**src/common/tape_byte_map.svh**
```systemverilog
`ifndef TAPE_BYTE_MAP_SVH
`define TAPE_BYTE_MAP_SVH
`define BYTE_WIDTH 8
`define BIT_COUNT_LAST 3'h7
`define BYTE_RESET 8'h00
`define FILL_RESET 8'h00
`endif

```
**src/common/tape_byte_pkg.sv**
```systemverilog
package tape_byte_pkg;
    typedef logic [7:0] byte_type;
    typedef enum logic [1:0] {
        read_idle,
        read_search,
        read_bytes
    } read_mode_type;
endpackage : tape_byte_pkg

```
**src/rtl/tape_serial_byte_handler.sv**
```systemverilog
`timescale 1ns/1ps
`default_nettype none
`include "tape_byte_map.svh"

module tape_serial_byte_handler (
    input wire logic clk,
    input wire logic reset,
    input wire logic [7:0] parallel_write_inputs,
    input wire logic write_byte_strobe,
    input wire logic fill_byte_load_strobe,
    input wire logic sync_byte_load_strobe,
    input wire logic write_bit_clock,
    output logic serial_write_out,
    output logic write_byte_request,
    output logic fill_underrun_flag,
    input wire logic read_bit_clock,
    input wire logic serial_read_in,
    input wire logic read_gate,
    input wire logic read_request_reset,
    input wire logic read_data_enable,
    output logic [7:0] read_data_out,
    output logic read_data_out_enable,
    output logic read_byte_request,
    output logic read_overrun_flag,
    output logic sync_byte_detected
);
    import tape_byte_pkg::*;

    // ------------------------------------------------------------
    // Input synchronisers
    // ------------------------------------------------------------
    localparam int SYNC_N = 8;
    logic [SYNC_N-1:0] meta;
    logic [SYNC_N-1:0] sync_now;
    logic [SYNC_N-1:0] sync_old;
    logic [SYNC_N-1:0] raw_in;
    logic [7:0] data_meta;
    logic [7:0] data_sync;

    assign raw_in = {read_data_enable, read_request_reset, read_gate, serial_read_in,
                     read_bit_clock, write_bit_clock, fill_byte_load_strobe,
                     write_byte_strobe};

    always_ff @(posedge clk or posedge reset) begin
        if (reset) begin
            meta <= '0;
            sync_now <= '0;
            sync_old <= '0;
            data_meta <= `BYTE_RESET;
            data_sync <= `BYTE_RESET;
        end else begin
            meta <= raw_in;
            sync_now <= meta;
            sync_old <= sync_now;
            data_meta <= parallel_write_inputs;
            data_sync <= data_meta;
        end
    end

    logic sbs_meta;
    logic sbs_now;
    logic sbs_old;
    always_ff @(posedge clk or posedge reset) begin
        if (reset) begin
            sbs_meta <= 1'b0;
            sbs_now <= 1'b0;
            sbs_old <= 1'b0;
        end else begin
            sbs_meta <= sync_byte_load_strobe;
            sbs_now <= sbs_meta;
            sbs_old <= sbs_now;
        end
    end

    logic wds_rise;
    logic fbs_rise;
    logic wck_rise;
    logic rck_fall;
    logic rg_fall;
    logic rg_high;
    logic rrr_rise;
    logic sbs_rise;
    assign wds_rise = sync_now[0] && !sync_old[0];
    assign fbs_rise = sync_now[1] && !sync_old[1];
    assign wck_rise = sync_now[2] && !sync_old[2];
    assign rck_fall = !sync_now[3] && sync_old[3];
    assign rg_high = sync_now[5];
    assign rg_fall = !sync_now[5] && sync_old[5];
    assign rrr_rise = sync_now[6] && !sync_old[6];
    assign sbs_rise = sbs_now && !sbs_old;

    // ------------------------------------------------------------
    // Write path
    // ------------------------------------------------------------
    byte_type hold_byte;
    byte_type fill_byte;
    byte_type shift_out;
    logic hold_full;
    logic [2:0] wbit;
    logic reload;
    assign reload = wck_rise && (wbit == `BIT_COUNT_LAST);

    always_ff @(posedge clk or posedge reset) begin
        if (reset) begin
            fill_byte <= `FILL_RESET;
        end else if (fbs_rise) begin
            fill_byte <= data_sync;
        end
    end

    always_ff @(posedge clk or posedge reset) begin
        if (reset) begin
            hold_byte <= `BYTE_RESET;
            hold_full <= 1'b0;
        end else if (wds_rise && !reload) begin
            hold_byte <= data_sync;
            hold_full <= 1'b1;
        end else if (reload) begin
            // A strobe in the reload cycle goes straight to the shifter
            hold_full <= 1'b0;
        end
    end

    always_ff @(posedge clk or posedge reset) begin
        if (reset) begin
            shift_out <= `FILL_RESET;
            wbit <= 3'h0;
            serial_write_out <= 1'b0;
        end else if (wck_rise) begin
            wbit <= wbit + 3'h1;
            if (reload) begin
                shift_out <= wds_rise ? data_sync : (hold_full ? hold_byte : fill_byte);
            end
            serial_write_out <= (wbit == 3'h0) ? ((hold_full && reload) ? hold_byte[0]
                                : shift_out[0]) : shift_out[wbit];
        end
    end

    always_ff @(posedge clk or posedge reset) begin
        if (reset) begin
            write_byte_request <= 1'b0;
        end else if (reload && (hold_full || wds_rise)) begin
            write_byte_request <= 1'b1;
        end else if (wds_rise) begin
            write_byte_request <= 1'b0;
        end
    end

    always_ff @(posedge clk or posedge reset) begin
        if (reset) begin
            fill_underrun_flag <= 1'b0;
        end else if (reload && !hold_full && !wds_rise) begin
            fill_underrun_flag <= 1'b1;
        end else if (wds_rise) begin
            fill_underrun_flag <= 1'b0;
        end
    end

    // ------------------------------------------------------------
    // Read path
    // ------------------------------------------------------------
    byte_type sync_byte;
    byte_type shift_in;
    byte_type next_shift_in;
    read_mode_type mode;
    logic [2:0] rbit;
    assign next_shift_in = {sync_now[4], shift_in[7:1]};

    always_ff @(posedge clk or posedge reset) begin
        if (reset) begin
            sync_byte <= `BYTE_RESET;
        end else if (sbs_rise) begin
            sync_byte <= data_sync;
        end
    end

    always_ff @(posedge clk or posedge reset) begin
        if (reset) begin
            shift_in <= `BYTE_RESET;
            rbit <= 3'h0;
            mode <= read_idle;
            read_data_out <= `BYTE_RESET;
            read_byte_request <= 1'b0;
            read_overrun_flag <= 1'b0;
            sync_byte_detected <= 1'b0;
        end else begin
            if (rrr_rise) begin
                read_byte_request <= 1'b0;
            end
            case (mode)
                read_idle: begin
                    if (rg_fall) begin
                        mode <= read_search;
                    end
                end
                read_search: begin
                    if (rck_fall) begin
                        shift_in <= next_shift_in;
                        if (next_shift_in == sync_byte) begin
                            mode <= read_bytes;
                            rbit <= 3'h0;
                            read_data_out <= next_shift_in;
                            read_byte_request <= 1'b1;
                            sync_byte_detected <= 1'b1;
                        end
                    end
                end
                read_bytes: begin
                    if (rck_fall) begin
                        shift_in <= next_shift_in;
                        rbit <= rbit + 3'h1;
                        if (rbit == `BIT_COUNT_LAST) begin
                            read_data_out <= next_shift_in;
                            read_byte_request <= 1'b1;
                            sync_byte_detected <= (next_shift_in == sync_byte);
                            if (read_byte_request && !rrr_rise) begin
                                read_overrun_flag <= 1'b1;
                            end
                        end
                    end
                end
                default: mode <= read_idle;
            endcase
            if (rg_high) begin
                mode <= read_idle;
                read_byte_request <= 1'b0;
                read_overrun_flag <= 1'b0;
                sync_byte_detected <= 1'b0;
            end
        end
    end

    assign read_data_out_enable = sync_now[7];
endmodule : tape_serial_byte_handler
`default_nettype wire

```
**config.mk**
```make
export PLATFORM = sky130hd
export DESIGN_NAME = tape_serial_byte_handler
export DESIGN_NICKNAME = d
export VERILOG_FILES = /design/src/common/tape_byte_pkg.sv /design/src/rtl/tape_serial_byte_handler.sv
export VERILOG_INCLUDE_DIRS = /design/src /design/src/common
export SDC_FILE = /design/constraint.sdc
export NUM_CORES = 1
export LEC_CHECK = 0
export ABC_AREA = 1
export BUFFER_PORTS_ARGS = -buffer_cell sky130_fd_sc_hd__buf_2
export CAP_MARGIN = 25
export CORE_MARGIN = 5
export CORE_UTILIZATION = 53
export DETAILED_ROUTE_END_ITERATION = 10
export PLACE_DENSITY = 0.75
export SLEW_MARGIN = 40
export SYNTH_ARGS = -nofsm -noshare
export SYNTH_HDL_FRONTEND = slang
export SYNTH_SLANG_ARGS = --single-unit
```
**constraint.sdc**
```tcl
create_clock -name clk -period 3.4 [get_ports clk]
set_input_delay 0.51 -clock clk [delete_from_list [all_inputs] [get_ports clk]]
set_output_delay 0.51 -clock clk [all_outputs]
set_load 0.01 [all_outputs]
```
==> metrics.csv <==
stage;metric;value;unit
critical_path;slowest_delay;0.50;ns
yosys;synth-compound-area-share;11.9;%
clock_network;cts-hold-fix-buffers;0;
yosys;yosysSeqAreaShare;64.4;%
cells_and_area;layout_commonest_cell;nand2_1;
status;status;completed;
yosys;ys_ff_latch;103;
yosys;ys_types;31;
global_route;grt_remaining_overflow;0;
timing;setup-tns-final;0;ns
critical_path;critPathArrivalTime;2.22;ns
timing;slew_violations;0;
timing;grt_setup_unrepaired;false;
critical_path;critPathBufInv;0;
timing;hold_viol;0;
clock_network;clock-sinks;103;
job;drv_cap;0;
critical_path;regToRegEndpoint;hold_byte[4];
critical_path;criticalPathCategory;register to register;
critical_path;r2r-start;wbit[0];
cells_and_area;fin_cells;536;
yosys;ys.flop_type;dfrtp_1;
critical_path;path_max_fanout;16;
drt;ant_nets;0;
yosys;synth_fa_ha_area_share;2.82;%
critical_path;critical_path.cell_chain;ha_1, ha_1, nand2_1, nand2_1, o21ai_0;
placement;place_congestion;0.821;
global_route;track_usage;15.6;%
pwr;p_leak;2.20;nW
clock_network;clockBufferDepth;2;
placement;dpl-instance-area;0.00426;sq mm
critical_path;ff2ff_path_depth;5;
drt;drc;0;
pwr;powerDensity;671;mW/mm^2
timing;fmax;513;MHz
yosys;synth_xor_area_share;0.876;%
critical_path;r2r_slack;1.45;ns
global_route;use_met2;22.5;%
cells_and_area;drive_gt1_share;16.9;%
yosys;synth_nets;424;
timing;setup_viol;0;
placement;dp_hpwl;4780;um
floorplan;num_rows;31;
floorplan;dieWidth;96.9;um
cells_and_area;nNetsFinal;460;
cells_and_area;fin_util;61.3;%
drt;routed_via_density;4.86;
critical_path;slowest_stage;dfrtp_1;
clock_network;root_buffer;clkbuf_8;
global_route;use_met3;3.17;%
global_route;grt-busiest-layer;met2;
critical_path;crit_start;wbit[0];
timing;min_period;1.95;ns
drt;vias;2606;
global_route;antenna_found_initial;0;
global_route;grt_use_met1;22.4;%
cells_and_area;postLayoutCellArea;0.00447;sq mm
placement;place_inst;520;
global_route;grt_max_degree;51;
yosys;async_flop_share;100;%
floorplan;initial_core_util;54.9;%
floorplan;io_pins;34;
yosys;synth_edf_count;0;
yosys;synthMuxAreaShare;0;%
cells_and_area;final_cell_mix;nand2_1 (106), dfrtp_1 (103), o21ai_0 (51);
critical_path;endpoint_kind;register;
timing;timing.slew.headroom;52.2;%
clock_network;clock_latency;0.37;ns
drt;routed_wl;6720;um
yosys;syn_inst;396;
cells_and_area;diodes;0;
timing;tightestPinTransition;0.715;ns
timing;period_share;57.4;%
clock_network;h-tree-depth;3;
global_route;grt_pass1_vias;2534;
yosys;synth_top_family_by_area;simple AND/OR/NAND/NOR gates;
floorplan;die_area;0.00938;sq mm
placement;port_buffers;33;
yosys;synth-simple-area-share;14.0;%
clock_network;cts_setup_buffers;0;
clock_network;clk_pin_slew_worst_paths;0.10;ns
drt;post_drt_wl_per_cell;12.5;um
floorplan;coreArea;0.00729;sq mm
clock_network;cts_made_buffers;9;
min_path;hold_path.class;input pin to async pin;
yosys;syn_area;0.00400;sq mm
critical_path;crit_path_start_kind;register;
pwr;ir_worst_vdd;0.312;mV
drt;drt_iter0_markers;156;
yosys;yosysWarnings;0;
cells_and_area;synthToLayoutAreaGrowth;11.8;%
yosys;syn_area_per_cell;10.1;sq um
critical_path;crit_required;3.67;ns
drt;firstDrtPassIters;4;
clock_network;cts.repair.resized;0;
critical_path;crit_family;simple AND/OR/NAND/NOR gates;
global_route;grt_pass1_wl;12000;um
timing;final.setup_skew;0.0117;ns
clock_network;cts_tree;yes;
floorplan;die_h;96.9;um
## registers in the layout (all words and copies together) (netlist names), 2 cells and up
signal / flops
data_meta: 8
data_sync: 8
fill_byte: 8
hold_byte: 8
meta: 8
read_data_out: 8
shift_out: 8
sync_byte: 8
sync_now: 8
shift_in: 7
sync_old: 6
rbit: 3
wbit: 3
mode: 2
## routing by layer
| layer | share of wire (%) | vias to the layer above |
|---|---|---|
| met5 | 0 | - |
| met4 | 2.3 | 0 |
| met3 | 4.8 | 12 |
| met2 | 43 | 56 |
| met1 | 50 | 1203 |
| li1 | - | 1335 |
## power breakdown
| part | switching (mW) | internal (mW) |
|---|---|---|
| Clock | 0.439 | 0.355 |
| Sequential | 0.144 | 1.42 |
| Combinational | 0.398 | 0.244 |
## stage by stage
stage,setup WS [ns],power [mW],hold WS (ns)
after floorplan,0.186,2.05,0.331
after global placement,1.55,2.19,0.332
after detailed placement,1.47,2.23,0.335
after CTS,1.44,3.02,0.218
after global routing,1.26,3.20,0.220
final,1.45,3.00,0.198
## area by class of cell
| cell class | instances | area [sq um] |
|---|---|---|
| Multi-Input combinational cell | 232 | 1180 |
| Sequential cell | 103 | 2580 |
| Tap cell | 99 | 124 |
| Clock buffer | 9 | 124 |
| Clock inverter | 7 | 88.8 |
| Fill cell | 623 | 2820 |
| Timing Repair Buffer | 35 | 180 |
| Inverter | 51 | 194 |
## worst reg2reg max path, delay by kind of cell, from the launching register on
family,cells,cell delay (ns)
flip-flops,1,0.50
AO/OA/AOI/OAI,1,0.28
AND/OR/NAND/NOR,2,0.61
adder cells (fa/ha/maj),2,0.47
## worst max path at each step
stage | end | slack, ns | cells past startpoint
after floorplan | data_meta[0] | 0.19 | 1
after global placement | read_byte_request | 1.55 | 8
after detailed placement | hold_byte[4] | 1.47 | 5
after CTS | hold_byte[4] | 1.44 | 5
after global routing | hold_byte[3] | 1.26 | 6
final | hold_byte[4] | 1.45 | 5
## synth_stat cells (2+ instances only)
master | instances | area, sq um
inv_1 | 44 | 165
o21ai_0 | 51 | 255
a21oi_1 | 16 | 80.1
dfrtp_1 | 103 | 2580
nor2_1 | 10 | 37.5
nand3_1 | 9 | 45.0
o21ai_2 | 8 | 70.1
nor2_2 | 3 | 18.8
nand2_1 | 106 | 398
buf_2 | 2 | 10.0
xnor2_1 | 3 | 26.3
clkbuf_1 | 6 | 22.5
ha_1 | 9 | 113
a31oi_1 | 2 | 12.5
clkinv_1 | 2 | 7.51
o211ai_1 | 3 | 22.5
inv_2 | 5 | 18.8
## kinds of logic after synthesis
group | Yosys count
XOR/XNOR | 4
AO/OA/AOI/OAI | 85
adder cells (fa/ha/maj) | 9
AND/OR/NAND/NOR | 134
buffers and inverters | 61
flip-flops | 103
No activity file was read; power rests on OpenSTA's default activity.
